**config.mk**
```make
export PLATFORM = sky130hd
export DESIGN_NAME = sadc_sequencer
export DESIGN_NICKNAME = d
export VERILOG_FILES = /design/src/hdl/sadc_pkg.sv /design/src/hdl/sadc_prescaler.sv /design/src/hdl/sadc_sequencer.sv
export VERILOG_INCLUDE_DIRS = /design/src /design/src/hdl
export SDC_FILE = /design/constraint.sdc
export NUM_CORES = 1
export LEC_CHECK = 0
export ABC_AREA = 0
export BUFFER_PORTS_ARGS = -buffer_cell sky130_fd_sc_hd__buf_2
export CORE_MARGIN = 2
export CORE_UTILIZATION = 52
export DETAILED_ROUTE_END_ITERATION = 10
export PLACE_DENSITY = 0.78
export SLEW_MARGIN = 15
export SYNTH_ARGS = -nofsm -noshare
export SYNTH_HDL_FRONTEND = slang
export SYNTH_HIERARCHICAL = 1
export SYNTH_SLANG_ARGS = --single-unit
```
**constraint.sdc**
```tcl
create_clock -name i_clk -period 4.1 [get_ports i_clk]
set_clock_uncertainty 0.1 [all_clocks]
set_input_delay 0.615 -clock i_clk [delete_from_list [all_inputs] [get_ports i_clk]]
set_output_delay 0.615 -clock i_clk [all_outputs]
set_load 0.01 [all_outputs]
```
**src/hdl/sadc_map.svh**
```systemverilog
// register offsets, field positions, reset values and timing counts
`ifndef SADC_MAP_SVH
`define SADC_MAP_SVH
`define SADC_OFF_SEL      32'h0000_0000
`define SADC_OFF_CTRL     32'h0000_0004
`define SADC_OFF_RESULT   32'h0000_0008
`define SADC_OFF_SLEEP    32'h0000_000c
`define SADC_CTL_PS_LSB   0
`define SADC_CTL_IE       3
`define SADC_CTL_FLAG     4
`define SADC_CTL_AUTO     5
`define SADC_CTL_START    6
`define SADC_CTL_EN       7
`define SADC_CTL_FREE     8
`define SADC_SEL_REF      6
`define SADC_SEL_RST      8'h00
`define SADC_CTL_RST      9'h000
// conversion lengths and sample points in half converter cycles; trigger delay in system clock cycles
`define SADC_HC_FIRST     8'd50
`define SADC_HC_FIRST_SH  8'd27
`define SADC_HC_NORM      8'd26
`define SADC_HC_NORM_SH   8'd3
`define SADC_HC_AUTO      8'd27
`define SADC_HC_AUTO_SH   8'd4
`define SADC_HC_FREE      8'd28
`define SADC_HC_FREE_SH   8'd5
`define SADC_TRIG_SYNC    2'd3
`endif

```
**src/hdl/sadc_pkg.sv**
```systemverilog
// types shared by the sequencer
package sadc_pkg;
	typedef enum logic [1:0] {
		SADC_KIND_FIRST,
		SADC_KIND_NORM,
		SADC_KIND_AUTO,
		SADC_KIND_FREE
	} sadc_kind_t;
endpackage

```
**src/hdl/sadc_prescaler.sv**
```systemverilog
// converter clock prescaler giving half-cycle enable pulses
`timescale 1ns/100ps
module sadc_prescaler #(
	parameter int WIDTH = 7
) (
	input  wire logic       i_clk,
	input  wire logic       i_arst_n,
	input  wire logic       i_clear,
	input  wire logic [2:0] i_sel,
	output logic            o_rise,
	output logic            o_fall
);
	logic [WIDTH-1:0] cnt_r;
	logic [WIDTH-1:0] half_w;
	logic [WIDTH-1:0] full_w;
	logic [WIDTH-1:0] sh_w;

	// code 0 and 1 divide by 2, codes 2..7 by 4..128
	assign sh_w   = (i_sel == 3'd0) ? WIDTH'(0) : WIDTH'(i_sel - 3'd1);
	assign full_w = WIDTH'((WIDTH'(1) << sh_w) * 2 - 1);
	assign half_w = WIDTH'(1) << sh_w;
	assign o_fall = !i_clear && (cnt_r == half_w - WIDTH'(1));
	assign o_rise = !i_clear && (cnt_r == full_w);

	// counter held in reset while cleared
	always_ff @(posedge i_clk or negedge i_arst_n) begin
		if (!i_arst_n)
			cnt_r <= '0;
		else if (i_clear || o_rise)
			cnt_r <= '0;
		else
			cnt_r <= cnt_r + WIDTH'(1);
	end
endmodule // sadc_prescaler

```
**src/hdl/sadc_sequencer.sv**
```systemverilog
// successive approximation converter sequencer with ahb-lite registers
// Behaviour
// - prescaler runs while enable set, held reset while enable low
// - single start begins at next converter clock rising edge
// - normal conversion 13 cycles, sample-and-hold at 1.5
// - first conversion after enable 25 cycles, sample at 13.5
// - completion loads result and sets complete flag same cycle
// - single mode clears start bit with flag; new write restarts
// - auto trigger event resets the prescaler
// - auto conversion samples at 2 cycles, total 13.5 cycles
// - trigger passes three system clock synchroniser stages
// - free running restarts at completion, start bit stays high
// - holding selection copied to active selection while idle
// - active selection frozen during conversion, resumes last cycle
// - free-running selection change during a conversion affects the next conversion
// - idle/noise sleep starts conversion when processor halts
// - sleep-started conversion still raises completion request
// - other sleep modes do not disable the converter
// - further trigger edges ignored while converting
// - clearing enable terminates conversion at once
// - writing zero to start bit has no effect
//
// The register offsets and the AHB-Lite slave port were chosen for this implementation.
`timescale 1ns/100ps
`include "sadc_map.svh"
module sadc_sequencer (
	input  wire logic        i_clk,
	input  wire logic        i_arst_n,
	input  wire logic        i_hsel,
	input  wire logic [31:0] i_haddr,
	input  wire logic [1:0]  i_htrans,
	input  wire logic        i_hwrite,
	input  wire logic [2:0]  i_hsize,
	input  wire logic [31:0] i_hwdata,
	input  wire logic        i_hready,
	output logic [31:0]      o_hrdata,
	output logic             o_hreadyout,
	output logic             o_hresp,
	input  wire logic        i_trigger,
	input  wire logic        i_sleep_quiet,
	input  wire logic [9:0]  i_core_result,
	output logic             o_core_enable,
	output logic             o_core_sample,
	output logic [2:0]       o_channel_select,
	output logic             o_reference_select,
	output logic             o_busy,
	output logic             o_conv_complete_irq
);
	logic [7:0]  input_select_reg_r;
	logic [8:0]  ctl_r;
	logic [9:0]  result_r;
	logic [2:0]  act_chan_r;
	logic        act_ref_r;
	logic        busy_r;
	logic        inited_r;
	logic [7:0]  hc_r;
	logic [7:0]  hc_len_r;
	logic [7:0]  hc_sh_r;
	logic        pend_single_r;
	logic        pend_auto_r;
	logic [1:0]  trig_wait_r;
	logic [2:0]  trig_sync_r;
	logic        sleep_d_r;
	logic        wr_ph_r;
	logic        rd_ph_r;
	logic [3:0]  ph_addr_r;
	sadc_pkg::sadc_kind_t kind_r;

	wire logic conv_enable        = ctl_r[`SADC_CTL_EN];
	wire logic start_conversion   = ctl_r[`SADC_CTL_START];
	wire logic auto_trigger_enable = ctl_r[`SADC_CTL_AUTO];
	wire logic free_run           = ctl_r[`SADC_CTL_FREE];
	wire logic conv_complete_flag = ctl_r[`SADC_CTL_FLAG];
	wire logic [2:0] prescale_select = ctl_r[2:0];

	// bus decode; the slave always answers in zero wait states
	wire logic addr_ph = i_hsel && i_hready && i_htrans[1];
	wire logic wr_sel  = wr_ph_r && ph_addr_r == 4'(`SADC_OFF_SEL);
	wire logic wr_ctl  = wr_ph_r && ph_addr_r == 4'(`SADC_OFF_CTRL);
	assign o_hreadyout = 1'b1;
	assign o_hresp     = 1'b0;

	// prescaler pulses and trigger synchroniser
	logic ck_rise;
	logic ck_fall;
	wire logic trig_edge = trig_sync_r[1] && !trig_sync_r[2];
	wire logic trig_fire = trig_wait_r == 2'd1;
	sadc_prescaler #(.WIDTH(7)) u_presc (
		.i_clk    (i_clk),
		.i_arst_n (i_arst_n),
		.i_clear  (!conv_enable || trig_fire),
		.i_sel    (prescale_select),
		.o_rise   (ck_rise),
		.o_fall   (ck_fall)
	);

	// half-cycle tick while converting, end of conversion
	wire logic half_tick = ck_rise || ck_fall;
	wire logic done      = busy_r && half_tick && hc_r + 8'd1 == hc_len_r;
	wire logic sleep_go  = i_sleep_quiet && !sleep_d_r && conv_enable &&
		!busy_r && !auto_trigger_enable && ctl_r[`SADC_CTL_IE];
	wire logic free_next = done && free_run;
	wire logic go_single = pend_single_r && ck_rise && !busy_r;
	wire logic go_auto   = trig_fire && !busy_r;
	wire logic sel_track = !busy_r ||
		(half_tick && hc_r + 8'd3 >= hc_len_r);
	wire logic set_start = wr_ctl && i_hwdata[`SADC_CTL_START];

	// bus phase capture
	always_ff @(posedge i_clk or negedge i_arst_n) begin
		if (!i_arst_n) begin
			wr_ph_r   <= 1'b0;
			rd_ph_r   <= 1'b0;
			ph_addr_r <= 4'h0;
		end else begin
			wr_ph_r   <= addr_ph && i_hwrite;
			rd_ph_r   <= addr_ph && !i_hwrite;
			ph_addr_r <= i_haddr[3:0];
		end
	end

	// read data comes straight from the register stores
	always_comb begin
		o_hrdata = 32'h0000_0000;
		if (rd_ph_r) begin
			case (ph_addr_r)
				4'(`SADC_OFF_SEL):    o_hrdata = {24'h0, input_select_reg_r};
				4'(`SADC_OFF_CTRL):   o_hrdata = {23'h0, ctl_r};
				4'(`SADC_OFF_RESULT): o_hrdata = {22'h0, result_r};
				default:          o_hrdata = 32'h0000_0000;
			endcase
		end
	end

	// holding selection register; reserved bits kept zero
	always_ff @(posedge i_clk or negedge i_arst_n) begin
		if (!i_arst_n)
			input_select_reg_r <= `SADC_SEL_RST;
		else if (wr_sel)
			input_select_reg_r <= i_hwdata[7:0] & 8'h47;
	end

	// active selection follows holding register unless frozen
	always_ff @(posedge i_clk or negedge i_arst_n) begin
		if (!i_arst_n) begin
			act_chan_r <= 3'h0;
			act_ref_r  <= 1'b0;
		end else if (sel_track && !(go_single || go_auto || sleep_go)) begin
			act_chan_r <= input_select_reg_r[2:0];
			act_ref_r  <= input_select_reg_r[`SADC_SEL_REF];
		end
	end

	// trigger synchroniser and three-cycle delay
	always_ff @(posedge i_clk or negedge i_arst_n) begin
		if (!i_arst_n) begin
			trig_sync_r <= 3'h0;
			trig_wait_r <= 2'd0;
			sleep_d_r   <= 1'b0;
		end else begin
			trig_sync_r <= {trig_sync_r[1:0], i_trigger};
			sleep_d_r   <= i_sleep_quiet;
			if (trig_wait_r != 2'd0)
				trig_wait_r <= trig_wait_r - 2'd1;
			else if (trig_edge && auto_trigger_enable && conv_enable &&
				!busy_r && !free_run)
				trig_wait_r <= `SADC_TRIG_SYNC;
		end
	end

	// control register: software writes with hardware set and clear
	always_ff @(posedge i_clk or negedge i_arst_n) begin
		if (!i_arst_n) begin
			ctl_r         <= `SADC_CTL_RST;
			pend_single_r <= 1'b0;
		end else begin
			if (wr_ctl) begin
				ctl_r[2:0]              <= i_hwdata[2:0];
				ctl_r[`SADC_CTL_IE]     <= i_hwdata[`SADC_CTL_IE];
				ctl_r[`SADC_CTL_AUTO]   <= i_hwdata[`SADC_CTL_AUTO];
				ctl_r[`SADC_CTL_EN]     <= i_hwdata[`SADC_CTL_EN];
				ctl_r[`SADC_CTL_FREE]   <= i_hwdata[`SADC_CTL_FREE];
				if (i_hwdata[`SADC_CTL_FLAG])
					ctl_r[`SADC_CTL_FLAG] <= 1'b0;  // write one clears
			end
			if (set_start || sleep_go) begin
				ctl_r[`SADC_CTL_START] <= 1'b1;
				pend_single_r          <= 1'b1;
			end else if (go_single)
				pend_single_r <= 1'b0;
			if (go_auto)
				ctl_r[`SADC_CTL_START] <= 1'b1;
			if (done) begin
				ctl_r[`SADC_CTL_FLAG] <= 1'b1;
				if (!free_run)
					ctl_r[`SADC_CTL_START] <= 1'b0;
			end
			if (!conv_enable && !(wr_ctl && i_hwdata[`SADC_CTL_EN])) begin
				ctl_r[`SADC_CTL_START] <= 1'b0;
				pend_single_r          <= 1'b0;
			end
		end
	end

	// conversion sequencer counting half converter cycles
	always_ff @(posedge i_clk or negedge i_arst_n) begin
		if (!i_arst_n) begin
			busy_r   <= 1'b0;
			inited_r <= 1'b0;
			hc_r     <= 8'd0;
			hc_len_r <= `SADC_HC_NORM;
			hc_sh_r  <= `SADC_HC_NORM_SH;
			kind_r   <= sadc_pkg::SADC_KIND_NORM;
			result_r <= 10'h000;
		end else if (!conv_enable) begin
			busy_r   <= 1'b0;
			inited_r <= 1'b0;
			hc_r     <= 8'd0;
		end else if (go_single || go_auto || free_next) begin
			busy_r <= 1'b1;
			hc_r   <= 8'd0;
			if (done)
				result_r <= i_core_result;
			if (!inited_r) begin
				kind_r   <= sadc_pkg::SADC_KIND_FIRST;
				hc_len_r <= `SADC_HC_FIRST;
				hc_sh_r  <= `SADC_HC_FIRST_SH;
			end else if (free_next) begin
				kind_r   <= sadc_pkg::SADC_KIND_FREE;
				hc_len_r <= `SADC_HC_FREE;
				hc_sh_r  <= `SADC_HC_FREE_SH;
			end else if (go_auto) begin
				kind_r   <= sadc_pkg::SADC_KIND_AUTO;
				hc_len_r <= `SADC_HC_AUTO;
				hc_sh_r  <= `SADC_HC_AUTO_SH;
			end else begin
				kind_r   <= sadc_pkg::SADC_KIND_NORM;
				hc_len_r <= `SADC_HC_NORM;
				hc_sh_r  <= `SADC_HC_NORM_SH;
			end
			inited_r <= 1'b1;
		end else if (done) begin
			busy_r   <= 1'b0;
			result_r <= i_core_result;
		end else if (busy_r && half_tick)
			hc_r <= hc_r + 8'd1;
	end

	// outputs to the analog core and status
	assign o_core_enable       = conv_enable;
	assign o_core_sample       = busy_r && hc_r == hc_sh_r;
	assign o_channel_select    = act_chan_r;
	assign o_reference_select  = act_ref_r;
	assign o_busy              = busy_r;
	assign o_conv_complete_irq = conv_complete_flag && ctl_r[`SADC_CTL_IE];

	// completion sets flag and clears single-mode start together
	property p_done_flag;
		@(posedge i_clk) disable iff (!i_arst_n)
		done && !free_run |=> conv_complete_flag && !start_conversion;
	endproperty
	a_done_flag: assert property (p_done_flag)
		else $error("completion did not set flag and clear start");

	property p_result_load;
		@(posedge i_clk) disable iff (!i_arst_n)
		done |=> result_r == $past(i_core_result);
	endproperty
	a_result_load: assert property (p_result_load)
		else $error("result not loaded on completion");

	property p_disable_stop;
		@(posedge i_clk) disable iff (!i_arst_n)
		!conv_enable |=> !busy_r;
	endproperty
	a_disable_stop: assert property (p_disable_stop)
		else $error("conversion survived disable");

	property p_freeze;
		@(posedge i_clk) disable iff (!i_arst_n)
		busy_r && !sel_track && $past(busy_r) |=> $stable(act_chan_r);
	endproperty
	a_freeze: assert property (p_freeze)
		else $error("selection moved during conversion");

	property p_free_keep;
		@(posedge i_clk) disable iff (!i_arst_n)
		done && free_run && conv_enable |=> busy_r && start_conversion;
	endproperty
	a_free_keep: assert property (p_free_keep)
		else $error("free running did not restart");

	property p_start_edge;
		@(posedge i_clk) disable iff (!i_arst_n)
		$rose(busy_r) && !$past(free_next) && !$past(go_auto)
			|-> $past(ck_rise);
	endproperty
	a_start_edge: assert property (p_start_edge)
		else $error("single start off converter clock edge");

	property p_trig_delay;
		@(posedge i_clk) disable iff (!i_arst_n)
		trig_wait_r == `SADC_TRIG_SYNC |-> ##2 trig_fire;
	endproperty
	a_trig_delay: assert property (p_trig_delay)
		else $error("trigger delay not three cycles");

	property p_prescale_hold;
		@(posedge i_clk) disable iff (!i_arst_n)
		!conv_enable |-> !ck_rise && !ck_fall;
	endproperty
	a_prescale_hold: assert property (p_prescale_hold)
		else $error("prescaler ran while disabled");
endmodule // sadc_sequencer

```
==> qor.csv <==
stage,metric,value,unit
worst_setup_path,crit_path_max_incr_delay,0.51,ns
synth,netlist_instances,398,
run,max-cap-violations,0,
worst_setup_path,arrival,3.96,ns
place,io_buffers,48,
global_route,groute.usage.overall,20.7,%
global_route,grt_antenna_before_repair,0,
synth,post-synth-top-area-cell,dfrtp_1,
pwr,power_density,377,nW/um2
clocking,htree_levels,3,
die,die_area,8500,um2
die,core_area,7650,um2
drt,via_per_inst,5.46,
clocking,cts_root_buf,clkbuf_8,
sta,rsz0062_at_grt,false,
drt,wl_per_cell,14.9,um
layout,fin_util,58.2,%
worst_setup_path,critPathCaptureType,register,
worst_setup_path,path_cells,"or2_2, ha_1, and4bb_4, a31oi_4, xor2_4, and3b_1, o21a_1, nand4_2, a211oi_4, and3_1, nand2_8, mux2_4",
synth,synthFlopType,dfrtp_1,
die,io_pins,128,
hold_path,hold_depth,0,
pwr,p_leak,2.08,nW
global_route,grt_pass1_wl,13900,um
pwr,ir_drop,0.000230,V
worst_setup_path,path_buf_inv,0,
clocking,clk_pin_slew_worst_paths,0.08,ns
clocking,ctsResizeCount,0,
layout,antenna_cells,0,
layout,finish.instance_area,4450,um2
worst_setup_path,path_max_fanout,12,
drt,firstDrtPassIters,4,
place,placed_area,4250,um2
clocking,cts_buffer_depth,2,
synth,ys_seq_area_share,40.4,%
sta,hold_viol,0,
drt,vias,3005,
global_route,grt_pass1_vias,2916,
worst_setup_path,cp_top_family,simple AND/OR/NAND/NOR gates,
sta,worstMarginPinSlew,0.944,ns
worst_setup_path,cp.required,4.24,ns
synth,yosysWarnings,6,
worst_setup_path,crit_type,register to register,
sta,fin_crit_sh,93.3,%
drt,first_iter_violations,131,
global_route,grt_max_degree,45,
clocking,cts_tree,done,
sta,whs,0.252,ns
synth,yosys-top-cells-area,"dfrtp_1 38%, buf_4 5.6%, xnor2_1 3.9%",
sta,final-setup-viol-count,0,
worst_setup_path,worstSetupStartpointType,register,
die,rows,32,
clocking,postCtsSetupRepairBufs,0,
clocking,cts_hold_buf,0,
die,die_y,92.2,um
drt,drc_errors,0,
sta,maxSlewHeadroom,37.0,%
synth,ys_seq_elements,65,
worst_setup_path,cp.depth,12,
synth,synthArstFlopShare,100,%
synth,synth_edf_count,0,
layout,nets,540,
place,hpwl,5970,um
place,gp_congestion,0.913,
layout,drive_above_1_share,25.7,%
clocking,clock-sinks,65,
worst_setup_path,worst-r2r-cell-count,12,
die,initial_core_util,52.9,%
clocking,cts_buffers,9,
synth,synth_top_area_share,37.8,%
drt,drt_wl_total,8210,um
layout,area_growth,10.2,%
outcome,status,"finished, final reports clean",
synth,synth.avg_cell_area,10.2,um2
clocking,clkLatencyLatePin,0.35,ns
die,die_w,92.2,um
synth,synthesis.area,4040,um2
drt,ant_nets,0,
sta,drv_slew,0,
worst_setup_path,cp_slowest_cell,dfrtp_1,
sta,setup_tns,0,ns
hold_path,holdCritPathClass,register to register,
sta,clock.fmax,262,MHz
global_route,gr-total-overflow,0,
sta,layout_min_cycle_time,3.82,ns
synth,synth_cell_type_count,68,
==> final cells by class <==
cell class,count,area [um2]
Clock inverter,7,78.8
Inverter,14,52.6
Sequential cell,65,1630
Multi-Input combinational cell,297,2140
Fill cell,653,3190
Timing Repair Buffer,56,300
Clock buffer,9,124
Tap cell,102,128
==> power by group <==
part / internal [mW] / switching [mW] / total, mW / leakage [nW]
combinational: 0.154 / 0.199 / 0.353 / 1.13
clock: 0.286 / 0.276 / 0.562 / 0.104
sequential: 0.713 / 0.0506 / 0.763 / 0.840
==> cells by family after synthesis <==
logic type               count (synthesis)  share of synthesized area [%]
other                                    2                          0.186
multiplexers                            28                           8.57
AO/OA/AOI/OAI                           81                           14.4
buffers and inverters                   58                           8.79
XOR/XNOR                                32                           7.74
AND/OR/NAND/NOR                        121                           16.6
flip-flops                              65                           40.4
adder cells (fa/ha/maj)                 11                           3.40
==> synthesized netlist by cell type, types with 2 or more instances <==
| library cell | n |
|---|---|
| conb_1 | 2 |
| inv_1 | 14 |
| clkbuf_1 | 9 |
| a31oi_1 | 5 |
| nand4_2 | 2 |
| mux2_2 | 12 |
| dfrtp_1 | 61 |
| nand4b_1 | 2 |
| nor3_1 | 6 |
| a22oi_1 | 5 |
| nor2_1 | 37 |
| dfstp_2 | 4 |
| ha_1 | 11 |
| nand4_1 | 3 |
| or3_1 | 4 |
| nand2b_1 | 7 |
| mux2i_1 | 5 |
| o21a_1 | 3 |
| buf_6 | 3 |
| a21oi_1 | 21 |
| nand3b_1 | 4 |
| mux2_4 | 10 |
| nand2_1 | 21 |
| xnor2_1 | 18 |
| and3_1 | 3 |
| xor2_1 | 12 |
| o211ai_1 | 5 |
| nand3_1 | 13 |
| o41ai_1 | 3 |
| buf_4 | 30 |
| a21o_1 | 6 |
| a211oi_1 | 6 |
| o21ai_0 | 8 |
| nor2b_1 | 5 |
| a2bb2oi_1 | 4 |
| buf_2 | 2 |
==> flip-flops by register name (all words and copies together), names as in the netlist, 2 cells and up <==
signal              cells
ph_addr_r               4
ctl_r                   9
u_presc/cnt_r           7
hc_len_r                4
trig_wait_r             2
hc_sh_r                 4
hc_r                    8
o_channel_select        3
result_r               10
trig_sync_r             3
input_select_reg_r      4
==> through the flow <==
stage               power, mW  instances  setup WS [ns]
floorplan                1.04        420          0.779
global placement         1.11        534          0.396
detailed placement       1.13        534          0.324
CTS                      1.69        550          0.288
global route             1.77        550         0.0860
finish                   1.68        550          0.276
==> cell usage in the layout, fill, tap and decap left out, drive strengths merged, types with 6 or more instances in the layout <==
cell    netlist  layout
nand2        22      22
xor2         13      13
nor2b         6       6
o21ai         9       9
nor2         38      38
nor3          6       6
mux2         23      23
xnor2        18      18
inv          14      15
a21oi        22      22
conb          2      24
clkbuf        9       9
nand2b        7       7
a31oi         6       6
dfrtp        61      61
a211oi        7       7
a21o          6       6
buf          35      56
nand3        13      13
ha           11      11
==> layer usage <==
metal	share of wire, %	vias up	GRT usage, %
met5	0	-	0
met4	1.6	0	8.33
met3	5.2	14	3.94
met2	48	94	34.5
met1	45	1450	26.7
li1	-	1447	-
==> worst paths after layout <==
kind,slack (ns),start,endpoint
max,0.28,ctl_r[2],result_r[2]
min,0.25,trig_sync_r[0],trig_sync_r[1]
max reg2reg,0.28,ctl_r[2],result_r[2]
min reg2reg,0.25,trig_sync_r[0],trig_sync_r[1]
max in group asynchronous,2.70,i_arst_n,hc_sh_r[0]
min in group asynchronous,0.31,i_arst_n,trig_sync_r[0]
Note: power is estimated with default switching activity, not from simulation.
